## src/common/i2cbr_pkg.sv

```systemverilog
package i2cbr_pkg;

  // Byte addresses of the register words on the bus
  localparam logic [7:0] REG_OWN_ADDR   = 8'h00;
  localparam logic [7:0] REG_DIVIDER    = 8'h04;
  localparam logic [7:0] REG_CONTROL    = 8'h08;
  localparam logic [7:0] REG_IRQ_STATUS = 8'h0C;
  localparam logic [7:0] REG_IRQ_CLEAR  = 8'h10;
  localparam logic [7:0] REG_IRQ_ENABLE = 8'h14;
  localparam logic [7:0] REG_TX_DATA    = 8'h18;
  localparam logic [7:0] REG_BUS_STATE  = 8'h1C;

  // Field positions of the divider register
  localparam int RATE_MULTIPLIER_SEL_MSB = 7;
  localparam int RATE_MULTIPLIER_SEL_LSB = 6;
  localparam int ICR_MSB  = 5;

  // Field positions of the control register
  localparam int CTRL_ENABLE = 7;
  localparam int CTRL_MASTER = 5;
  localparam int CTRL_RSTART = 2;

  // Event bits, shared by status, clear and enable
  localparam int IRQ_ADDRESSED = 0;
  localparam int IRQ_ARB_LOST  = 1;
  localparam int IRQ_BYTE_DONE = 2;
  localparam int IRQ_W         = 3;

  // Own address sits in bits 7:1, bit 0 is the direction bit
  localparam int ADDR_LSB = 1;

  // Bit slots within one byte frame
  localparam logic [3:0] DATA_BITS = 4'h8;
  localparam logic [3:0] AFTER_ACK = 4'h9;

  // Widths of the timing counters
  localparam int CNT_W  = 14;
  localparam int DIV_W  = 12;
  localparam int HOLD_W = 10;

  // Serial clock divider, indexed by the clock rate index
  localparam logic [DIV_W-1:0] DIV_TABLE [64] = '{
    12'h014, 12'h016, 12'h018, 12'h01A, 12'h01C, 12'h01E, 12'h022, 12'h028,
    12'h01C, 12'h020, 12'h024, 12'h028, 12'h02C, 12'h030, 12'h038, 12'h044,
    12'h030, 12'h038, 12'h040, 12'h048, 12'h050, 12'h058, 12'h068, 12'h080,
    12'h050, 12'h060, 12'h070, 12'h080, 12'h090, 12'h0A0, 12'h0C0, 12'h0F0,
    12'h0A0, 12'h0C0, 12'h0E0, 12'h100, 12'h120, 12'h140, 12'h180, 12'h1E0,
    12'h140, 12'h180, 12'h1C0, 12'h200, 12'h240, 12'h280, 12'h300, 12'h3C0,
    12'h280, 12'h300, 12'h380, 12'h400, 12'h480, 12'h500, 12'h600, 12'h780,
    12'h500, 12'h600, 12'h700, 12'h800, 12'h900, 12'hA00, 12'hC00, 12'hF00
  };

  // Data hold value in bus clock periods, same index
  localparam logic [HOLD_W-1:0] HOLD_TABLE [64] = '{
    10'h007, 10'h007, 10'h008, 10'h008, 10'h009, 10'h009, 10'h00A, 10'h00A,
    10'h007, 10'h007, 10'h009, 10'h009, 10'h00B, 10'h00B, 10'h00D, 10'h00D,
    10'h009, 10'h009, 10'h00D, 10'h00D, 10'h011, 10'h011, 10'h015, 10'h015,
    10'h009, 10'h009, 10'h011, 10'h011, 10'h019, 10'h019, 10'h021, 10'h021,
    10'h011, 10'h011, 10'h021, 10'h021, 10'h031, 10'h031, 10'h041, 10'h041,
    10'h021, 10'h021, 10'h041, 10'h041, 10'h061, 10'h061, 10'h081, 10'h081,
    10'h041, 10'h041, 10'h081, 10'h081, 10'h0C1, 10'h0C1, 10'h101, 10'h101,
    10'h081, 10'h081, 10'h101, 10'h101, 10'h181, 10'h181, 10'h201, 10'h201
  };

  // Multiplier code to shift count; the reserved code acts as factor one
  function automatic logic [1:0] rate_multiplier_sel_shift(input logic [1:0] sel);
    unique case (sel)
      2'h0:    rate_multiplier_sel_shift = 2'h0;
      2'h1:    rate_multiplier_sel_shift = 2'h1;
      2'h2:    rate_multiplier_sel_shift = 2'h2;
      default: rate_multiplier_sel_shift = 2'h0;
    endcase
  endfunction

  typedef struct packed {
    logic scl;
    logic sda;
  } i2cbr_bus_t;

  typedef enum logic [2:0] {
    M_IDLE, M_START, M_LOW, M_HIGH, M_PARK, M_RESTART, M_STOP_LOW, M_STOP_HIGH
  } i2cbr_mstate_t;

  typedef struct packed {
    logic [7:0]        own_slave_address;
    logic [7:0]        bit_rate_divider;
    logic              enable;
    logic [7:0]        tx_byte;
    logic [IRQ_W-1:0]  irq_status;
    logic [IRQ_W-1:0]  irq_enable;
    logic              ack;
    logic [7:0]        rdata;
    logic              scl_prev;
    logic              sda_prev;
    logic              busy;
    i2cbr_mstate_t     mst;
    logic              master;
    logic [CNT_W-1:0]  cnt;
    logic [3:0]        bitn;
    logic [7:0]        shreg;
    logic              rxack;
    logic              scl_drive;
    logic              sda_drive;
    logic              sda_pend;
    logic              hold_run;
    logic [HOLD_W-1:0] hold_cnt;
    logic              sl_active;
    logic [3:0]        sl_bitn;
    logic [7:0]        sl_shreg;
    logic              srw;
  } i2cbr_state_t;

  // Registers reset to zero; line samples start high so no false edge follows reset
  localparam i2cbr_state_t ST_RST = '{scl_prev: 1'b1, sda_prev: 1'b1, mst: M_IDLE, default: '0};

endpackage

```

## src/rtl/i2cbr_core.sv

```systemverilog
// The Wishbone slave port and the address map are this design's own decisions.
`timescale 1ns/100ps
`default_nettype none
module i2cbr_core
  import i2cbr_pkg::*;
(
  input  wire logic        clk_i,
  input  wire logic        rst_i,
  input  wire logic        cyc_i,
  input  wire logic        stb_i,
  input  wire logic        we_i,
  input  wire logic [7:0]  adr_i,
  input  wire logic [3:0]  sel_i,
  input  wire logic [31:0] dat_i,
  output logic      [31:0] dat_o,
  output logic             ack_o,
  output logic             irq_o,
  input  wire logic        light_stop_i,
  input  wire logic        deep_stop_i,
  input  wire i2cbr_bus_t  bus_i,
  output i2cbr_bus_t       bus_o,
  output i2cbr_bus_t       bus_oe_o
);

  i2cbr_state_t       st;
  i2cbr_state_t       next_st;
  logic [1:0]         rate_multiplier_sel;
  logic [5:0]         clock_rate_index;
  logic [CNT_W-1:0]   full_div;
  logic [CNT_W-1:0]   half_m1;
  logic [HOLD_W-1:0]  hold_val;
  logic               scl_fall;
  logic               scl_rise;
  logic               start_seen;
  logic               stop_seen;
  logic               addr_match;
  logic               wr_take;
  logic               rd_take;
  logic               ctrl_wr;
  logic               cmd_start;
  logic               cmd_stop;
  logic               cmd_rstart;
  logic [7:0]         rd_val;
  logic [IRQ_W-1:0]   ev;
  logic [IRQ_W-1:0]   clr;

  // Rate lookup: one clock rate index selects the divider and the hold value from their two tables
  assign rate_multiplier_sel = st.bit_rate_divider[RATE_MULTIPLIER_SEL_MSB:RATE_MULTIPLIER_SEL_LSB];
  assign clock_rate_index    = st.bit_rate_divider[ICR_MSB:0];
  assign full_div = CNT_W'(DIV_TABLE[clock_rate_index]) << rate_multiplier_sel_shift(rate_multiplier_sel);
  assign half_m1  = (full_div >> 1) - 14'h0001;
  assign hold_val = HOLD_TABLE[clock_rate_index];

  // Line events, judged against last cycle's sample of the shared lines
  assign scl_fall   = st.scl_prev & ~bus_i.scl;
  assign scl_rise   = ~st.scl_prev & bus_i.scl;
  assign start_seen = bus_i.scl & st.scl_prev & st.sda_prev & ~bus_i.sda;
  assign stop_seen  = bus_i.scl & st.scl_prev & ~st.sda_prev & bus_i.sda;
  assign addr_match = st.sl_shreg[7:ADDR_LSB] == st.own_slave_address[7:ADDR_LSB];

  // Bus slave: a write commits at the edge where ack is seen high
  assign rd_take    = cyc_i & stb_i & ~st.ack;
  assign wr_take    = cyc_i & stb_i & we_i & st.ack & sel_i[0];
  assign ctrl_wr    = wr_take && (adr_i == REG_CONTROL);
  assign cmd_start  = ctrl_wr && dat_i[CTRL_MASTER] && dat_i[CTRL_ENABLE] && !st.master;
  assign cmd_stop   = ctrl_wr && !dat_i[CTRL_MASTER] && st.master;
  assign cmd_rstart = ctrl_wr && dat_i[CTRL_MASTER] && dat_i[CTRL_RSTART] && st.master;
  assign clr        = (wr_take && (adr_i == REG_IRQ_CLEAR)) ? dat_i[IRQ_W-1:0] : 3'h0;

  // Read data mux; write-only and unmapped words read as zero
  always_comb begin
    unique case (adr_i)
      REG_OWN_ADDR:   rd_val = st.own_slave_address;
      REG_DIVIDER:    rd_val = st.bit_rate_divider;
      REG_CONTROL:    rd_val = {st.enable, 1'b0, st.master, 5'h00};
      REG_IRQ_STATUS: rd_val = {5'h00, st.irq_status};
      REG_IRQ_ENABLE: rd_val = {5'h00, st.irq_enable};
      REG_TX_DATA:    rd_val = st.tx_byte;
      REG_BUS_STATE:  rd_val = {4'h0, st.srw, st.rxack, st.master, st.busy};
      default:        rd_val = 8'h00;
    endcase
  end

  // Whole next state; power states are checked first so they override everything
  always_comb begin
    next_st = st;
    ev      = 3'h0;
    if (light_stop_i) begin
      next_st = st;
    end else if (deep_stop_i) begin
      next_st = ST_RST;
    end else begin
      next_st.scl_prev = bus_i.scl;
      next_st.sda_prev = bus_i.sda;
      next_st.ack      = rd_take;
      if (rd_take) begin
        next_st.rdata = rd_val;
      end
      if (wr_take) begin
        unique case (adr_i)
          REG_OWN_ADDR:   next_st.own_slave_address = dat_i[7:0];
          REG_DIVIDER:    next_st.bit_rate_divider = dat_i[7:0];
          REG_CONTROL:    next_st.enable = dat_i[CTRL_ENABLE];
          REG_IRQ_ENABLE: next_st.irq_enable = dat_i[IRQ_W-1:0];
          REG_TX_DATA:    next_st.tx_byte = dat_i[7:0];
          default: begin
          end
        endcase
      end

      // Busy tracking follows the lines whoever drives them; slave framing starts only while not master, and a stop ends it in either role
      if (start_seen) begin
        next_st.busy = 1'b1;
        if (!st.master) begin
          next_st.sl_active = 1'b1;
          next_st.sl_bitn   = 4'h0;
        end
      end
      if (stop_seen) begin
        next_st.busy      = 1'b0;
        next_st.sl_active = 1'b0;
        if (!st.master) begin
          next_st.sda_drive = 1'b0;
          next_st.hold_run  = 1'b0;
        end
      end

      // Pending data change matures after the hold value has run out
      if (st.hold_run) begin
        if (st.hold_cnt <= 10'h001) begin
          next_st.sda_drive = st.sda_pend;
          next_st.hold_run  = 1'b0;
        end else begin
          next_st.hold_cnt = st.hold_cnt - 10'h001;
        end
      end

      // Slave: shift the calling address, then acknowledge a match
      if (!st.master && st.sl_active) begin
        if (scl_rise && (st.sl_bitn < DATA_BITS)) begin
          next_st.sl_shreg = {st.sl_shreg[6:0], bus_i.sda};
          next_st.sl_bitn  = st.sl_bitn + 4'h1;
        end
        if (scl_fall && (st.sl_bitn == DATA_BITS)) begin
          if (addr_match && st.enable) begin
            ev[IRQ_ADDRESSED] = 1'b1;
            next_st.srw       = st.sl_shreg[0];
            next_st.sl_bitn   = AFTER_ACK;
            next_st.sda_pend  = 1'b1;
            next_st.hold_run  = 1'b1;
            next_st.hold_cnt  = hold_val;
          end else begin
            next_st.sl_active = 1'b0;
          end
        end else if (scl_fall && (st.sl_bitn == AFTER_ACK)) begin
          // Data phase is not handled here, so release after the acknowledge
          next_st.sda_pend  = 1'b0;
          next_st.hold_run  = 1'b1;
          next_st.hold_cnt  = hold_val;
          next_st.sl_active = 1'b0;
        end
      end

      // Master: place the next data bit a hold time after the clock fell
      if (scl_fall && st.master && (st.mst == M_LOW)) begin
        next_st.sda_pend = (st.bitn < DATA_BITS) ? ~st.shreg[7] : 1'b0;
        next_st.hold_run = 1'b1;
        next_st.hold_cnt = hold_val;
      end

      // Half period counter runs down by itself; states reload it
      if (st.cnt != 14'h0000) begin
        next_st.cnt = st.cnt - 14'h0001;
      end

      unique case (st.mst)
        M_IDLE: begin
          if (cmd_start) begin
            if (st.busy) begin
              ev[IRQ_ARB_LOST] = 1'b1;
            end else begin
              next_st.master    = 1'b1;
              next_st.mst       = M_START;
              next_st.sda_drive = 1'b1;
              next_st.hold_run  = 1'b0;
              next_st.cnt       = half_m1;
              next_st.shreg     = st.tx_byte;
            end
          end
        end
        M_START: begin
          if (st.cnt == 14'h0000) begin
            next_st.scl_drive = 1'b1;
            next_st.mst       = M_LOW;
            next_st.bitn      = 4'h0;
            next_st.cnt       = half_m1;
          end
        end
        M_LOW: begin
          if (st.cnt == 14'h0000) begin
            next_st.scl_drive = 1'b0;
            next_st.mst       = M_HIGH;
            next_st.cnt       = half_m1;
          end
        end
        M_HIGH: begin
          if (!bus_i.scl) begin
            // Another party still holds the clock low: the high half waits for it
            next_st.cnt = half_m1;
          end else if ((st.bitn < DATA_BITS) && !st.sda_drive && !bus_i.sda) begin
            next_st.master    = 1'b0;
            next_st.mst       = M_IDLE;
            next_st.scl_drive = 1'b0;
            next_st.sda_drive = 1'b0;
            next_st.hold_run  = 1'b0;
            ev[IRQ_ARB_LOST]  = 1'b1;
          end else if (st.cnt == 14'h0000) begin
            next_st.scl_drive = 1'b1;
            next_st.cnt       = half_m1;
            if (st.bitn == DATA_BITS) begin
              next_st.rxack    = bus_i.sda;
              next_st.mst      = M_PARK;
              ev[IRQ_BYTE_DONE] = 1'b1;
            end else begin
              next_st.mst   = M_LOW;
              next_st.shreg = {st.shreg[6:0], 1'b0};
              next_st.bitn  = st.bitn + 4'h1;
            end
          end
        end
        M_PARK: begin
          // Clock held low until software asks for stop or repeated start
          if (cmd_stop) begin
            next_st.mst       = M_STOP_LOW;
            next_st.sda_drive = 1'b1;
            next_st.hold_run  = 1'b0;
            next_st.cnt       = half_m1;
          end else if (cmd_rstart) begin
            next_st.mst       = M_RESTART;
            next_st.sda_drive = 1'b0;
            next_st.hold_run  = 1'b0;
            next_st.cnt       = half_m1;
          end
        end
        M_RESTART: begin
          if (st.scl_drive) begin
            if (st.cnt == 14'h0000) begin
              next_st.scl_drive = 1'b0;
              next_st.cnt       = half_m1;
            end
          end else if (!bus_i.scl) begin
            next_st.cnt = half_m1;
          end else if (st.cnt == 14'h0000) begin
            next_st.mst       = M_START;
            next_st.sda_drive = 1'b1;
            next_st.cnt       = half_m1;
            next_st.shreg     = st.tx_byte;
          end
        end
        M_STOP_LOW: begin
          if (st.cnt == 14'h0000) begin
            next_st.scl_drive = 1'b0;
            next_st.mst       = M_STOP_HIGH;
            next_st.cnt       = half_m1;
          end
        end
        M_STOP_HIGH: begin
          if (!bus_i.scl) begin
            next_st.cnt = half_m1;
          end else if (st.cnt == 14'h0000) begin
            next_st.sda_drive = 1'b0;
            next_st.master    = 1'b0;
            next_st.mst       = M_IDLE;
          end
        end
      endcase

      // Sticky events: a new event beats a clear in the same cycle
      next_st.irq_status = (st.irq_status & ~clr) | ev;
    end
  end

  // Single state register
  always_ff @(posedge clk_i) begin
    if (rst_i) begin
      st <= ST_RST;
    end else begin
      st <= next_st;
    end
  end

  // Open drain: data is always low, the enable decides pull or release
  assign bus_o    = 2'b00;
  assign bus_oe_o = '{scl: st.scl_drive, sda: st.sda_drive};
  assign dat_o    = {24'h000000, st.rdata};
  assign ack_o    = st.ack;
  // No wait input exists: the level interrupt holds through light stop; deep stop resets the status that drives it
  assign irq_o    = |(st.irq_status & st.irq_enable);
endmodule
`default_nettype wire

```

## config.mk

```make
export PLATFORM = sky130hd
export DESIGN_NAME = i2cbr_core
export DESIGN_NICKNAME = d
export VERILOG_FILES = /design/src/common/i2cbr_pkg.sv /design/src/rtl/i2cbr_core.sv
export SDC_FILE = /design/constraint.sdc
export NUM_CORES = 1
export LEC_CHECK = 0
export ABC_AREA = 1
export CAP_MARGIN = 20
export CORE_ASPECT_RATIO = 1.25
export CORE_UTILIZATION = 48
export CTS_CLUSTER_DIAMETER = 120
export CTS_CLUSTER_SIZE = 40
export DETAILED_ROUTE_END_ITERATION = 6
export DONT_BUFFER_PORTS = 1
export GPL_TIMING_DRIVEN = 0
export SYNTH_ARGS = -nofsm -noshare
export SYNTH_HDL_FRONTEND = slang
export SYNTH_SLANG_ARGS = --single-unit
```

## constraint.sdc

```tcl
create_clock -name clk_i -period 3.4 [get_ports clk_i]
set_clock_uncertainty 0.2 [all_clocks]
set_input_delay 0.68 -clock clk_i [delete_from_list [all_inputs] [get_ports clk_i]]
set_output_delay 0.68 -clock clk_i [all_outputs]
set_load 0.02 [all_outputs]
```

==> out/summary.txt <==
Reg2Reg Launch Point - clock_rate_index[1]$_SDFFE_PP0P_
DP Worst Slack - -368 ps
H-tree depth - 3
Worst EP required - 3410 ps
Global-route wire length before repair - 41900 µm
Area grow syn2layout - 8.98%
Largest net degree at the start of global routing - 18
Ant diodes - 0
Area share of the largest cell type after synthesis - 25.4%
Design Power - 4.31 mW
Async S/R FF share, synth - 0%
Via count - 8385
Top cells by area, synth - dfxtp_1 (25%), nand2_1 (13%), a21oi_1 (7.2%)
Port Buf Inserts - 0
Slowest cell on the critical path - dfxtp_4
Placer's final routability congestion estimate - 1.00
# rows - 52
#FFs+latches synth - 102
Flop2flop setup slack - 370 ps
DR iter-0 viols - 605
WP data arrival - 3040 ps
Main synth FF type - dfxtp_1
Max_cap viols - 0
Hold_ws - 260 ps
# DRC - 0
CTS Buffer Depth - 2
Initial antenna violation count - 0
Avg Inst Size Synth - 6.44 µm²
Slew headroom - 44.6%
Reg2reg path depth - 18
Die area - 17300 µm²
CP Cell Sequence - clkinvlp_4 > ha_1 > inv_1 > nand2_1 > o21ai_2 > nor2_2 > nand2_1 > nand2_1 > nand3_2 > ha_4 > inv_1 > o21ai_2 > nand2_1 > a32o_1 > o21ai_0 > nand3_1 > nand2_1 > a21oi_1
Layout net count - 1360
Count leader, synth - nand2_1
Endpoints failing setup - 0
CTS Buf Count - 9
Worst-Skew Late Latency - 370 ps
CP startpoint kind - register
CP endpoint - st[42]$_SDFFE_PP0N_
I/O pins - 91
CP max FO - 5
Slowest Stage Delay on Critical Path - 370 ps
Yosys Warn Count - 0
Final WL - 25700 µm
Hold WC Path Type - primary input to register
CP endpoint kind - register
Reg clk slew, reported paths - 70 ps
TritonCTS clock tree - built
Cells after Synth - 1247
Final antenna-violating net count - 0
Worst VDD drop - 0.282 mV
Pre-antenna DRT Iters - 5
Drt wl/cell - 17.0 µm
Final worst-path setup slack - 371 ps
RSZ-0062 raised after global routing - false
Vias/cell - 5.56
Number of global-route vias before repair - 7965
Overall routing resource usage - 30.6%
Die H - 147 µm
Worst Max-Slew Pin Slew - 832 ps
Core Area - 16300 µm²
Post-synth top cells - nand2_1 (287), inv_1 (125), a21oi_1 (116)
Synth cell types - 61
Post-synth EDFFs - 0
CP Class - register to register
Register area share after synthesis - 25.4%
DP HPWL - 20300 µm
Pwr/cell area - 492 nW/µm²
Fraction of layout cells with a size suffix above 1 - 13.3%
RR Endpoint - st[42]$_SDFFE_PP0N_
Max Freq - 330 MHz
Leakage - 3.62 nW
Min-delay src - bus_i[0]
Cell taking the most area after synthesis - dfxtp_1
Final Max Tran Viols - 0
Starting Density - 49.4%
GRT Residual Overflow - 0
CP most frequent cell - nand2_1
Die Width - 118 µm
Synthesized cell area - 8040 µm²
Crit path launch - clock_rate_index[1]$_SDFFE_PP0P_
Final Critical Period - 3030 ps
Root buf cell - clkbuf_16
Final Hold Viols - 0
# clock sinks - 102
Fin crit share - 89.1%
Status - complete, no violations
[power breakdown]
part	switching [mW]	total [mW]	internal, mW	leakage (nW)
registers	0.0891	1.36	1.27	0.831
clock network	0.508	1.05	0.546	0.144
logic	1.29	1.89	0.604	2.65
[critical path: cells and delay by family, from the launching register on]
kind,cells,cell delay (ps)
buf+inv,3,260
compound gates,5,590
fa+ha+maj,2,640
simple gates,8,800
flops,1,370
[placed cells by master (no fill, tap or decap), drive strengths merged, types with 2 or more instances in the layout]
cell type,count
nand2,304
inv,142
a21oi,122
o21ai,121
nor2,121
dfxtp,102
nand3,89
buf,54
clkbuf,31
conb,26
nor3,23
nand4,20
ha,20
o211ai,17
xor2,16
o22ai,9
nor4,8
xnor2,7
o2111ai,7
a22oi,7
o221ai,6
clkinv,6
nand3b,5
a211oi,5
o31ai,4
o311ai,3
a221oi,3
clkinvlp,2
a32o,2
or2,2
[worst min path at each step]
stage | cells past startpoint | endpoint
finish | 2 | st[60]$_SDFFE_PP1N_
global route | 2 | st[60]$_SDFFE_PP1N_
CTS | 2 | st[60]$_SDFFE_PP1N_
detailed placement | 2 | st[25]$_SDFFE_PP0P_
global placement | 2 | st[25]$_SDFFE_PP0P_
floorplan | 2 | st[25]$_SDFFE_PP0P_
[routing by layer]
layer	wire length (µm)	up-vias	global-route usage, %	part of all wire [%]
met3	1210	59	3.67	4.7
met1	11100	3845	38.1	43
met4	950	0	14.0	3.7
li1	-	4223	-	-
met5	0	-	0	0
met2	12400	258	52.4	48
[cell families after synthesis]
logic type	Yosys count	share of synthesized area [%]
xor+xnor	23	2.51
other cells	1	0.0467
fa+ha+maj	20	3.11
buf+inv	216	12.8
simple gates	573	33.7
compound gates	312	22.4
flops	102	25.4
[metrics by stage]
step                utilization (%)  TNS, ps  cells  instance area (µm²)
global placement               51.6    -2370   1488                 8400
detailed placement             51.6    -2230   1488                 8400
global route                   53.8        0   1508                 8760
floorplan                         -        0   1272                 8130
CTS                            53.5        0   1504                 8700
finish                         53.8        0   1508                 8760
[registers in the layout, summed over array words and instances (netlist names)]
signal               count
rate_multiplier_sel      2
bus_oe_o                 2
ack_o                    1
st                      83
dat_o                    8
clock_rate_index         6
[layout make-up]
type | count | area (µm²)
clock inverters | 5 | 41.3
repair buffers | 4 | 30.0
multi-input cells | 954 | 5080
well taps | 216 | 270
inverters | 145 | 556
clock buffers | 11 | 253
fillers | 1676 | 7510
flip-flops and latches | 102 | 2050
plain buffers | 71 | 477
[repair_timing]
item	4_1_cts	5_1_grt
hold buffers	0	0
setup buffers	0	4
endpoints found under the setup margin	6	10
gates resized for setup	3	8
pin swaps	0	1
No activity file was read; power rests on OpenSTA's default activity.
